--- src/rtl/fsl_pkg.sv ---
// Constants shared by the fieldbus status indicator encoder
package fsl_pkg;

	// Clock and the one shared blink time base
	localparam int CLK_HZ       = 25_000_000;
	localparam int TICK_US      = 500;
	localparam int TICK_CYC     = CLK_HZ / 1_000_000 * TICK_US;
	localparam int TICK_HZ      = 1_000_000 / TICK_US;

	// Blink rates in millihertz, and the loop phase length in ms
	localparam int F_INIT_MHZ   = 12_500;
	localparam int F_RECOV_MHZ  = 4_000;
	localparam int F_CFG_MHZ    = 660;
	localparam int F_FATAL_MHZ  = 8_000;
	localparam int F_FB_MHZ     = 4_000;
	localparam int FB_HALF_MS   = 125;

	// Half periods counted in ticks; frequency forms round down
	localparam int HALF_INIT    = TICK_HZ * 1000 / (2 * F_INIT_MHZ);
	localparam int HALF_RECOV   = TICK_HZ * 1000 / (2 * F_RECOV_MHZ);
	localparam int HALF_CFG     = TICK_HZ * 1000 / (2 * F_CFG_MHZ);
	localparam int HALF_FATAL   = TICK_HZ * 1000 / (2 * F_FATAL_MHZ);
	localparam int HALF_FB      = FB_HALF_MS * 1000 / TICK_US;

	// Red blinks shown after power-up
	localparam int PWRUP_BLINKS = 3;

	// Communication phases
	localparam logic [2:0] CP2  = 3'h2;
	localparam logic [2:0] CP3  = 3'h3;
	localparam logic [2:0] CP4  = 3'h4;

	// Register map (byte addresses) and field positions
	localparam logic [7:0] REG_CTRL   = 8'h00;
	localparam logic [7:0] REG_STATUS = 8'h04;
	localparam int CTRL_ACK     = 0;
	localparam int CTRL_IDENT   = 1;
	localparam int CTRL_MSGCLR  = 2;
	localparam int ST_PWR       = 0;
	localparam int ST_SGRN      = 1;
	localparam int ST_SRED      = 2;
	localparam int ST_FGRN      = 3;
	localparam int ST_FRED      = 4;
	localparam int ST_DIAG      = 5;
	localparam int ST_COMM      = 6;
	localparam int ST_MSG       = 7;
	localparam int ST_PREV      = 8;
	localparam int ST_PUDONE    = 9;
	localparam int ST_LOOP      = 10;
	localparam int ST_PHASE     = 12;
	localparam logic [31:0] RD_IDLE = 32'h0000_0000;

	// Power-up sequence
	typedef enum logic {
		PU_SHOW = 1'b0,
		PU_RUN  = 1'b1
	} fsl_pu_t;

endpackage

--- src/rtl/fsl_sync.sv ---
// Two-flop synchroniser for a group of pin levels
`timescale 1ns/1ps
module fsl_sync #(
	parameter int W = 1
) (
	input  wire logic         ref_clk, // System clock
	input  wire logic         rst_n,   // Async reset, active low
	input  wire logic [W-1:0] din,     // Asynchronous levels
	output logic      [W-1:0] dout     // Synchronised levels
);

	logic [W-1:0] meta_q;

	// First stage feeds only the second stage
	always_ff @(posedge ref_clk or negedge rst_n) begin
		if (!rst_n) begin
			meta_q <= '0;
			dout   <= '0;
		end else begin
			meta_q <= din;
			dout   <= meta_q;
		end
	end

endmodule

--- src/rtl/fsl_blink.sv ---
// Square wave from the shared tick, equal on and off time
`timescale 1ns/1ps
module fsl_blink #(
	parameter int HALF = 80
) (
	input  wire logic ref_clk, // System clock
	input  wire logic rst_n,   // Async reset, active low
	input  wire logic tick,    // One-cycle time base pulse
	output logic      wave     // Blink phase, high = lit
);

	localparam int CW = $clog2(HALF + 1);
	localparam logic [CW-1:0] LAST = CW'(HALF - 1);

	logic [CW-1:0] cnt_q;

	// Count ticks, flip the phase each half period
	always_ff @(posedge ref_clk or negedge rst_n) begin
		if (!rst_n) begin
			cnt_q <= '0;
			wave  <= 1'b0;
		end else if (tick) begin
			if (cnt_q == LAST) begin
				cnt_q <= '0;
				wave  <= ~wave;
			end else begin
				cnt_q <= cnt_q + 1'b1;
			end
		end
	end

endmodule

--- src/rtl/fsl_led_top.sv ---
// Status indicator encoder for the fieldbus interface
//
// How it works
// - Power-good indicator lit steadily while supply present, dark otherwise.
// - Status indicator dark when supply absent or interface inoperable.
// - Status indicator steady green when ready and error free.
// - Status indicator blinks green at 12.5 Hz during initialisation.
// - Recoverable error blinks status green at 4 Hz until removed.
// - Unsaved configuration blinks status green at 0.66 Hz.
// - Unrecoverable error blinks status red at 8 Hz.
// - Several red power-up blinks mark initialisation, not an error.
// - Failed firmware update restarts on the previous firmware image.
// - Fieldbus indicator dark without power or with a broken link.
// - Fieldbus steady green in phase CP4 with no error.
// - Loopback blinks fieldbus green at 4 Hz, 125 ms phases.
// - In loopback each telegram returns on its arrival port.
// - Fieldbus steady red on port 1 diagnostic error or lost communication.
// - Error indications clear on acknowledge when cleared, or CP2 to CP3.
// - Acknowledge leaves other pending diagnostic messages outstanding.
// - Communication error alternates fieldbus red and green at 4 Hz.
// - Fieldbus steady orange in CP0 to CP3 while receiving telegrams.
// - Identification request blinks fieldbus orange at 4 Hz.
//
// The plain strobed port and the placing of the registers are this design's own decisions.
`timescale 1ns/1ps
module fsl_led_top
	import fsl_pkg::*;
#(
	parameter int TICK_CYCLES = TICK_CYC,
	parameter int PU_BLINKS   = PWRUP_BLINKS
) (
	input  wire logic        ref_clk,       // 25 MHz system clock
	input  wire logic        rst_n,         // Async reset, active low
	input  wire logic        supplyOk,      // Supply present
	input  wire logic        ifOperable,    // Interface alive
	input  wire logic        ifReady,       // Initialised and ready
	input  wire logic        ifInit,        // Initialisation phase
	input  wire logic        errRecov,      // Recoverable error
	input  wire logic        cfgUnsaved,    // Config not in flash
	input  wire logic        errFatal,      // Unrecoverable error
	input  wire logic        linkUp,        // Connection present
	input  wire logic        loopback,      // Ring broken, looping
	input  wire logic        diagErrP1,     // Diag class error port 1
	input  wire logic        commLost,      // Ports cannot talk
	input  wire logic        commErr,       // Bad telegram or CRC
	input  wire logic        rxTelegram,    // Telegrams arriving
	input  wire logic        diagMsg,       // Other diag message
	input  wire logic        fwUpdateFail,  // Firmware update failed
	input  wire logic [2:0]  commPhase,     // Communication phase
	input  wire logic [7:0]  busAddr,       // Register byte address
	input  wire logic [31:0] busWrData,     // Write data
	input  wire logic        busWr,         // Write strobe
	input  wire logic        busRd,         // Read strobe
	output logic      [31:0] busRdData,     // Read data, next cycle
	output logic             power_good_indicator, // Green power lamp
	output logic             stGreen,       // Status lamp green
	output logic             stRed,         // Status lamp red
	output logic             fbGreen,       // Fieldbus lamp green
	output logic             fbRed,         // Fieldbus lamp red
	output logic             loopReturn,    // Return on arrival port
	output logic             bootPrevImage, // Run previous firmware
	output logic             restartReq     // One-cycle restart pulse
);

	localparam int NSYNC = 18;
	localparam int TW    = $clog2(TICK_CYCLES + 1);
	localparam logic [TW-1:0] TICK_LAST = TW'(TICK_CYCLES - 1);
	localparam int PW    = $clog2(PU_BLINKS + 1);
	localparam logic [PW-1:0] PU_LAST = PW'(PU_BLINKS - 1);

	////////////////////////////////////////////////////////////////
	// Pin synchronisation

	logic [NSYNC-1:0] pinRaw;
	logic [NSYNC-1:0] pinSync;
	logic             sSupply;
	logic             sOperable;
	logic             sReady;
	logic             sInit;
	logic             sRecov;
	logic             sCfg;
	logic             sFatal;
	logic             sLink;
	logic             sLoop;
	logic             sDiag;
	logic             sLost;
	logic             sCommErr;
	logic             sRx;
	logic             sDiagMsg;
	logic             sFwFail;
	logic [2:0]       sPhase;

	// Every status level comes from outside this clock domain
	assign pinRaw = {supplyOk, ifOperable, ifReady, ifInit, errRecov,
	                 cfgUnsaved, errFatal, linkUp, loopback, diagErrP1,
	                 commLost, commErr, rxTelegram, diagMsg, fwUpdateFail,
	                 commPhase};

	fsl_sync #(
		.W (NSYNC)
	) u_sync (
		.ref_clk (ref_clk),
		.rst_n   (rst_n),
		.din     (pinRaw),
		.dout    (pinSync)
	);

	// Name the synchronised levels
	assign {sSupply, sOperable, sReady, sInit, sRecov, sCfg, sFatal,
	        sLink, sLoop, sDiag, sLost, sCommErr, sRx, sDiagMsg,
	        sFwFail, sPhase} = pinSync;

	////////////////////////////////////////////////////////////////
	// Shared time base and blink generators

	logic [TW-1:0] tickCnt_q;
	logic          tick_q;
	logic          wInit;
	logic          wRecov;
	logic          wCfg;
	logic          wFatal;
	logic          wFb;

	// Free-running divider; reset restarts every blink in phase
	always_ff @(posedge ref_clk or negedge rst_n) begin
		if (!rst_n) begin
			tickCnt_q <= '0;
			tick_q    <= 1'b0;
		end else if (tickCnt_q == TICK_LAST) begin
			tickCnt_q <= '0;
			tick_q    <= 1'b1;
		end else begin
			tickCnt_q <= tickCnt_q + 1'b1;
			tick_q    <= 1'b0;
		end
	end

	fsl_blink #(.HALF (HALF_INIT)) u_bInit (
		.ref_clk (ref_clk),
		.rst_n   (rst_n),
		.tick    (tick_q),
		.wave    (wInit)
	);

	fsl_blink #(.HALF (HALF_RECOV)) u_bRecov (
		.ref_clk (ref_clk),
		.rst_n   (rst_n),
		.tick    (tick_q),
		.wave    (wRecov)
	);

	fsl_blink #(.HALF (HALF_CFG)) u_bCfg (
		.ref_clk (ref_clk),
		.rst_n   (rst_n),
		.tick    (tick_q),
		.wave    (wCfg)
	);

	fsl_blink #(.HALF (HALF_FATAL)) u_bFatal (
		.ref_clk (ref_clk),
		.rst_n   (rst_n),
		.tick    (tick_q),
		.wave    (wFatal)
	);

	// Loopback, comm error and identify share one 125 ms wave
	fsl_blink #(.HALF (HALF_FB)) u_bFb (
		.ref_clk (ref_clk),
		.rst_n   (rst_n),
		.tick    (tick_q),
		.wave    (wFb)
	);

	////////////////////////////////////////////////////////////////
	// Register port

	logic ident_q;
	logic ackPulse_q;
	logic msgClr_q;
	logic wrCtrl;
	logic [31:0] statusWord;

	assign wrCtrl = busWr && (busAddr == REG_CTRL);

	// Identify level is held; ack and clear are one-cycle pulses
	always_ff @(posedge ref_clk or negedge rst_n) begin
		if (!rst_n) begin
			ident_q    <= 1'b0;
			ackPulse_q <= 1'b0;
			msgClr_q   <= 1'b0;
		end else begin
			ackPulse_q <= wrCtrl && busWrData[CTRL_ACK];
			msgClr_q   <= wrCtrl && busWrData[CTRL_MSGCLR];
			if (wrCtrl) begin
				ident_q <= busWrData[CTRL_IDENT];
			end
		end
	end

	// Read data valid in the cycle after the strobe only
	always_ff @(posedge ref_clk or negedge rst_n) begin
		if (!rst_n) begin
			busRdData <= RD_IDLE;
		end else if (busRd) begin
			case (busAddr)
				REG_CTRL: begin
					busRdData <= 32'(ident_q) << CTRL_IDENT;
				end
				REG_STATUS: begin
					busRdData <= statusWord;
				end
				default: begin
					busRdData <= RD_IDLE; // Unmapped reads as zero
				end
			endcase
		end else begin
			busRdData <= RD_IDLE;
		end
	end

	////////////////////////////////////////////////////////////////
	// Error latches and phase tracking

	logic [2:0] phasePrev_q;
	logic       cp2to3;
	logic       diagLatch_q;
	logic       commLatch_q;
	logic       msgPend_q;

	// Note the phase one cycle back to see CP2 to CP3
	always_ff @(posedge ref_clk or negedge rst_n) begin
		if (!rst_n) begin
			phasePrev_q <= 3'h0;
		end else begin
			phasePrev_q <= sPhase;
		end
	end

	assign cp2to3 = (phasePrev_q == CP2) && (sPhase == CP3);

	// Ack clears only once the source has gone; a set always wins
	always_ff @(posedge ref_clk or negedge rst_n) begin
		if (!rst_n) begin
			diagLatch_q <= 1'b0;
		end else if (sDiag || sLost) begin
			diagLatch_q <= 1'b1;
		end else if (ackPulse_q || cp2to3) begin
			diagLatch_q <= 1'b0;
		end
	end

	always_ff @(posedge ref_clk or negedge rst_n) begin
		if (!rst_n) begin
			commLatch_q <= 1'b0;
		end else if (sCommErr) begin
			commLatch_q <= 1'b1;
		end else if (ackPulse_q || cp2to3) begin
			commLatch_q <= 1'b0;
		end
	end

	// Other diagnostics are immune to the error acknowledge
	always_ff @(posedge ref_clk or negedge rst_n) begin
		if (!rst_n) begin
			msgPend_q <= 1'b0;
		end else if (sDiagMsg) begin
			msgPend_q <= 1'b1;
		end else if (msgClr_q) begin
			msgPend_q <= 1'b0;
		end
	end

	////////////////////////////////////////////////////////////////
	// Power-up red blinks

	fsl_pu_t       puState_q;
	logic [PW-1:0] puCnt_q;
	logic          wFatalPrev_q;
	logic          fatalFall;

	always_ff @(posedge ref_clk or negedge rst_n) begin
		if (!rst_n) begin
			wFatalPrev_q <= 1'b0;
		end else begin
			wFatalPrev_q <= wFatal;
		end
	end

	assign fatalFall = wFatalPrev_q && !wFatal;

	// Count whole red flashes, then hand over to normal display
	always_ff @(posedge ref_clk or negedge rst_n) begin
		if (!rst_n) begin
			puState_q <= PU_SHOW;
			puCnt_q   <= '0;
		end else begin
			case (puState_q)
				PU_SHOW: begin
					if (fatalFall) begin
						if (puCnt_q == PU_LAST) begin
							puState_q <= PU_RUN;
						end else begin
							puCnt_q <= puCnt_q + 1'b1;
						end
					end
				end
				PU_RUN: begin
					puState_q <= PU_RUN;
				end
				default: begin
					puState_q <= PU_SHOW;
				end
			endcase
		end
	end

	////////////////////////////////////////////////////////////////
	// Indicator encoding

	logic stGrnD;
	logic stRedD;
	logic fbGrnD;
	logic fbRedD;

	// Status lamp: darkness first, then power-up blinks, then errors, then phases
	always_comb begin
		stGrnD = 1'b0;
		stRedD = 1'b0;
		if (!sSupply || !sOperable) begin
			stGrnD = 1'b0;
		end else if (puState_q == PU_SHOW) begin
			stRedD = wFatal;
		end else if (sFatal) begin
			stRedD = wFatal;
		end else if (sRecov) begin
			stGrnD = wRecov;
		end else if (sInit) begin
			stGrnD = wInit;
		end else if (sCfg) begin
			stGrnD = wCfg;
		end else if (sReady) begin
			stGrnD = 1'b1;
		end
	end

	// Fieldbus lamp: one pattern, errors ahead of phase and identify
	always_comb begin
		fbGrnD = 1'b0;
		fbRedD = 1'b0;
		if (!sSupply || !sLink) begin
			fbGrnD = 1'b0;
		end else if (diagLatch_q) begin
			fbRedD = 1'b1;
		end else if (commLatch_q) begin
			fbRedD = wFb;
			fbGrnD = !wFb;
		end else if (sLoop) begin
			fbGrnD = wFb;
		end else if (ident_q) begin
			fbGrnD = wFb;
			fbRedD = wFb;
		end else if (sPhase == CP4) begin
			fbGrnD = 1'b1;
		end else if (sPhase <= CP3 && sRx) begin
			fbGrnD = 1'b1;
			fbRedD = 1'b1;
		end
	end

	// Lamp drivers straight from flops
	always_ff @(posedge ref_clk or negedge rst_n) begin
		if (!rst_n) begin
			power_good_indicator <= 1'b0;
			stGreen              <= 1'b0;
			stRed                <= 1'b0;
			fbGreen              <= 1'b0;
			fbRed                <= 1'b0;
		end else begin
			power_good_indicator <= sSupply;
			stGreen              <= stGrnD;
			stRed                <= stRedD;
			fbGreen              <= fbGrnD;
			fbRed                <= fbRedD;
		end
	end

	////////////////////////////////////////////////////////////////
	// Loop steering and firmware fallback

	logic fwFailPrev_q;

	// Port switch turns each telegram back toward its sender
	always_ff @(posedge ref_clk or negedge rst_n) begin
		if (!rst_n) begin
			loopReturn <= 1'b0;
		end else begin
			loopReturn <= sLoop && sLink;
		end
	end

	// Fallback sticks until reset so the restart boots the old image
	always_ff @(posedge ref_clk or negedge rst_n) begin
		if (!rst_n) begin
			fwFailPrev_q  <= 1'b0;
			bootPrevImage <= 1'b0;
			restartReq    <= 1'b0;
		end else begin
			fwFailPrev_q <= sFwFail;
			restartReq   <= sFwFail && !fwFailPrev_q;
			if (sFwFail && !fwFailPrev_q) begin
				bootPrevImage <= 1'b1;
			end
		end
	end

	// Status word seen by software
	always_comb begin
		statusWord                        = RD_IDLE;
		statusWord[ST_PWR]                = power_good_indicator;
		statusWord[ST_SGRN]               = stGreen;
		statusWord[ST_SRED]               = stRed;
		statusWord[ST_FGRN]               = fbGreen;
		statusWord[ST_FRED]               = fbRed;
		statusWord[ST_DIAG]               = diagLatch_q;
		statusWord[ST_COMM]               = commLatch_q;
		statusWord[ST_MSG]                = msgPend_q;
		statusWord[ST_PREV]               = bootPrevImage;
		statusWord[ST_PUDONE]             = (puState_q == PU_RUN);
		statusWord[ST_LOOP]               = loopReturn;
		statusWord[ST_PHASE +: 3]         = sPhase;
	end

endmodule

--- config.mk ---
export PLATFORM = sky130hd
export DESIGN_NAME = fsl_led_top
export DESIGN_NICKNAME = d
export VERILOG_FILES = /design/src/rtl/fsl_pkg.sv /design/src/rtl/fsl_sync.sv /design/src/rtl/fsl_blink.sv /design/src/rtl/fsl_led_top.sv
export SDC_FILE = /design/constraint.sdc
export NUM_CORES = 1
export LEC_CHECK = 0
export BUFFER_PORTS_ARGS = -buffer_cell sky130_fd_sc_hd__buf_2
export CAP_MARGIN = 20
export CORE_MARGIN = 2
export CORE_UTILIZATION = 30
export CTS_CLUSTER_SIZE = 40
export DETAILED_ROUTE_END_ITERATION = 10
export HOLD_SLACK_MARGIN = 0.02
export SLEW_MARGIN = 30
export SYNTH_ARGS = -nofsm -noshare
export SYNTH_HDL_FRONTEND = slang
export SYNTH_SLANG_ARGS = --single-unit
--- constraint.sdc ---
create_clock -name ref_clk -period 1.9 [get_ports ref_clk]
set_clock_uncertainty 0.05 [all_clocks]
set_input_delay 0.38 -clock ref_clk [delete_from_list [all_inputs] [get_ports ref_clk]]
set_output_delay 0.38 -clock ref_clk [all_outputs]
set_load 0.05 [all_outputs]
==> flow_summary.toml <==
[timing]
layout_min_cycle_time_ns = 1.72
hold_violation_count_in_the_final_report = 0
setup_viol = 0
finalMaxSlewViolations = 0
final_min_period_over_clock_period_pct = 90.4
hold_worst_slack_ns = 0.0440
max_clock_freq_ghz = 0.582
grt_setup_unrepaired = "false"
worst-slew-pin-transition_ns = 0.564
timing.setup.tns_ns = 0
worst_slew_margin_rel_pct = 61.9

[power_and_ir_drop]
max-vdd-ir-drop_uv = 581
power-per-cell-area_nw_per_um2 = 986
report.power.total_uw = 6540
power.static_leakage_uw = 0.00312

[setup_path]
cpPeakStageDelay_ns = 0.45
timing.critical_path.slowest_stage_cell = "dfrtp_1"
endpoint_of_the_worst_slack_reg_to_reg_timing_path = "u_bCfg.wave$_DFFE_PN0P_"
cp_data_required_time_ns = 2.19
crit_path_cell_trace = "nor4b_1, nand3_1, nor2_1, xor2_1"
cp_data_arrival_time_ns = 2.00
rr_worst_depth = 4
worst-r2r-setup-slack_ns = 0.18
r2r_startpoint = "u_bCfg.cnt_q[2]$_DFFE_PN0P_"
critical_path_class = "register to register"
setup.worst_path.start_class = "register"
timing.critical_path.to_type = "register"
worst-path-max-fanout = 8

[drt]
vias = 3410
post_drt_wl_per_cell_um = 11.9
number_of_drc_markers_in_iteration_0 = 189
vias_per_cell = 4.43
drtAntennaViolNets = 0
drcViolationCount = 0
route.final.wire_length_um = 9120
drt_first_pass_iters = 4

[clock_network]
tritoncts_num_sinks = 133
clk_root_buffer_cell = "clkbuf_16"
clk_latency_ns = 0.42
tritoncts.num_buffers = 17
clock_path_buffers = 2
h-tree-depth = 4
tritoncts = "built"
worst_setup_hold_path_clk_slew_ns = 0.06

[yosys]
synth_compound_area_share_pct = 4.22
synth_adder_area_share_pct = 2.61
cell_area_after_technology_mapping_um2 = 5280
synth_enable_flop_cells = 0
dominantRegCellSynth = "dfrtp_1"
synthSimpleGateAreaFrac_pct = 17.5
ys_types = 49
synth_xor_xnor_area_share_pct = 6.47
synthesis.instances = 440
synth_top_family_by_area = "simple AND/OR/NAND/NOR gates"
synth.area.mux_share_pct = 1.75
synth-async-reset-ratio_pct = 100
ys_warn_count = 0
avgSynthCellArea_um2 = 12.0
synth.yosys.seq_area_share_pct = 63.0
ys_ff_latch = 133

[global_routing]
grt_start_max_net_pins = 46
initial_antenna_violation_count = 0
globalRoute.totalOverflow = 0
grt_pass1_wl_um = 15300
grt_pass1_vias = 3396
track_usage_pct = 10.6

[die]
die_x_um = 137
boundaryPins = 102
initial_utilization_pct = 30.6
core_um2 = 17200
die_area_um2 = 18700
die_h_um = 137
row_count = 48

[cells_and_area]
area.growth.synth_to_final_pct = 25.5
stdcell_count = 769
final_layout_size_suffix_gt1_share_pct = 19.3
finish.net_count = 605
layout.core_utilization_pct = 38.5
antenna_cells_inserted = 0

[placed_design]
hpwl_um = 6260
place.detailed.instances = 720
port_buffers = 54
gp_congestion = 0.774

[min_path]
worst_hold_path_depth = 1
hold_end = "u_sync.meta_q[9]$_DFF_PN0_"
startpoint_of_the_worst_hold_path = "loopback"
worst_hold_path_type = "primary input to register"

[run_status]
run_status = "finished clean"

[job]
cap_viol_max_count = 0
[per-stage QoR]
stage                     worst slack [ns]  area [um^2]
after floorplan                      0.140         5350
after global placement             -0.0133         5820
after detailed placement           -0.0325         5820
after CTS                            0.160         6630
after global routing                0.0838         6630
final                                0.183         6630
[per-layer routing]
layer  up-vias  GRT usage, %  part of all wire, %
li1       1634             -                    -
met1      1679          12.1                   44
met5         -             0                    0
met3        17          3.37                  5.0
met4         0          5.90                  2.4
met2        80          17.6                   49
[logic make-up after synthesis]
logic type,Yosys count
AND/OR/NAND/NOR,172
flip-flops,133
buffers and inverters,40
XOR/XNOR,39
AO/OA/AOI/OAI,35
adder cells (fa/ha/maj),11
multiplexers,9
other,1
[worst max-delay path: cells and delay by family (launching register included)]
kind | cells | cell delay [ns]
xor+xnor | 1 | 0.20
flops | 1 | 0.45
simple gates | 3 | 0.93
[registers in the layout, indices dropped and copies added (netlist names), 2 cells and up]
name / cells
u_sync.dout: 18
u_bCfg.cnt_q: 11
busRdData: 14
u_bRecov.cnt_q: 8
u_sync.meta_q: 18
tickCnt_q: 14
puCnt_q: 2
u_bFatal.cnt_q: 7
phasePrev_q: 3
u_bFb.cnt_q: 8
u_bInit.cnt_q: 7
[layout by cell type, fill, tap and decap left out, types with 7 or more instances in the layout]
cell type	n
nor3_1	12
o21ai_0	11
and2_1	17
nand3_1	10
xor2_1	18
dfrtp_1	132
clkbuf_16	17
nand2_1	30
xnor2_1	21
mux2i_1	7
buf_2	53
conb_1	18
buf_4	9
ha_1	11
nand2b_1	9
dlygate4sd3_1	18
inv_1	14
nand4_1	16
nor2b_1	8
nor2_1	42
[synth_stat cells (all sizes together), types with 4 or more instances]
cell type,instances,area share (%)
dfrtp,133,63
inv,14,1.0
and2,17,2.0
nand2b,9,1.1
nor3,12,1.1
nor2b,8,0.95
nand2,30,2.1
o21ai,11,1.0
nand3,10,0.95
nor4b,4,0.66
a21oi,5,0.47
nor2,42,3.0
nand4,16,1.9
xnor2,21,3.5
ha,11,2.6
xor2,18,3.0
mux2i,7,1.3
nor4,6,1.1
buf,23,3.1
a21o,5,0.71
[worst max path at each step]
stage               slack, ns  cells after the start                        start                  endpoint
floorplan                0.14                      4                   busAddr[5]       ident_q$_DFFE_PN0P_
CTS                      0.16                      3             tick_q$_DFF_PN0_  u_bInit.wave$_DFFE_PN0P_
global placement        -0.01                      5                   busAddr[5]       ident_q$_DFFE_PN0P_
finish                   0.18                      4  u_bCfg.cnt_q[2]$_DFFE_PN0P_   u_bCfg.wave$_DFFE_PN0P_
global route             0.08                      4  u_bCfg.cnt_q[2]$_DFFE_PN0P_   u_bCfg.wave$_DFFE_PN0P_
detailed placement      -0.03                      5                   busAddr[5]       ident_q$_DFFE_PN0P_
[final cells by class]
cell class | count | area (um^2)
fill | 1639 | 10600
sequential | 133 | 3330
multi-input combinational | 284 | 1790
timing repair buffer | 82 | 553
clock buffer | 21 | 480
tap | 225 | 282
clock inverter | 10 | 145
inverter | 14 | 52.6
[report_power, final]
| part | internal (uW) | switching, uW |
|---|---|---|
| Clock | 2200 | 1180 |
| Combinational | 71.5 | 174 |
| Sequential | 2880 | 21.2 |
| Total | 5160 | 1380 |
[timing repair]
action,CTS,global route
endpoints found under the hold margin,46,0
hold buffers,18,0
endpoints found under the setup margin,0,1
setup buffers,0,0
resized for setup,0,1
No activity file was read; power rests on OpenSTA's default activity.
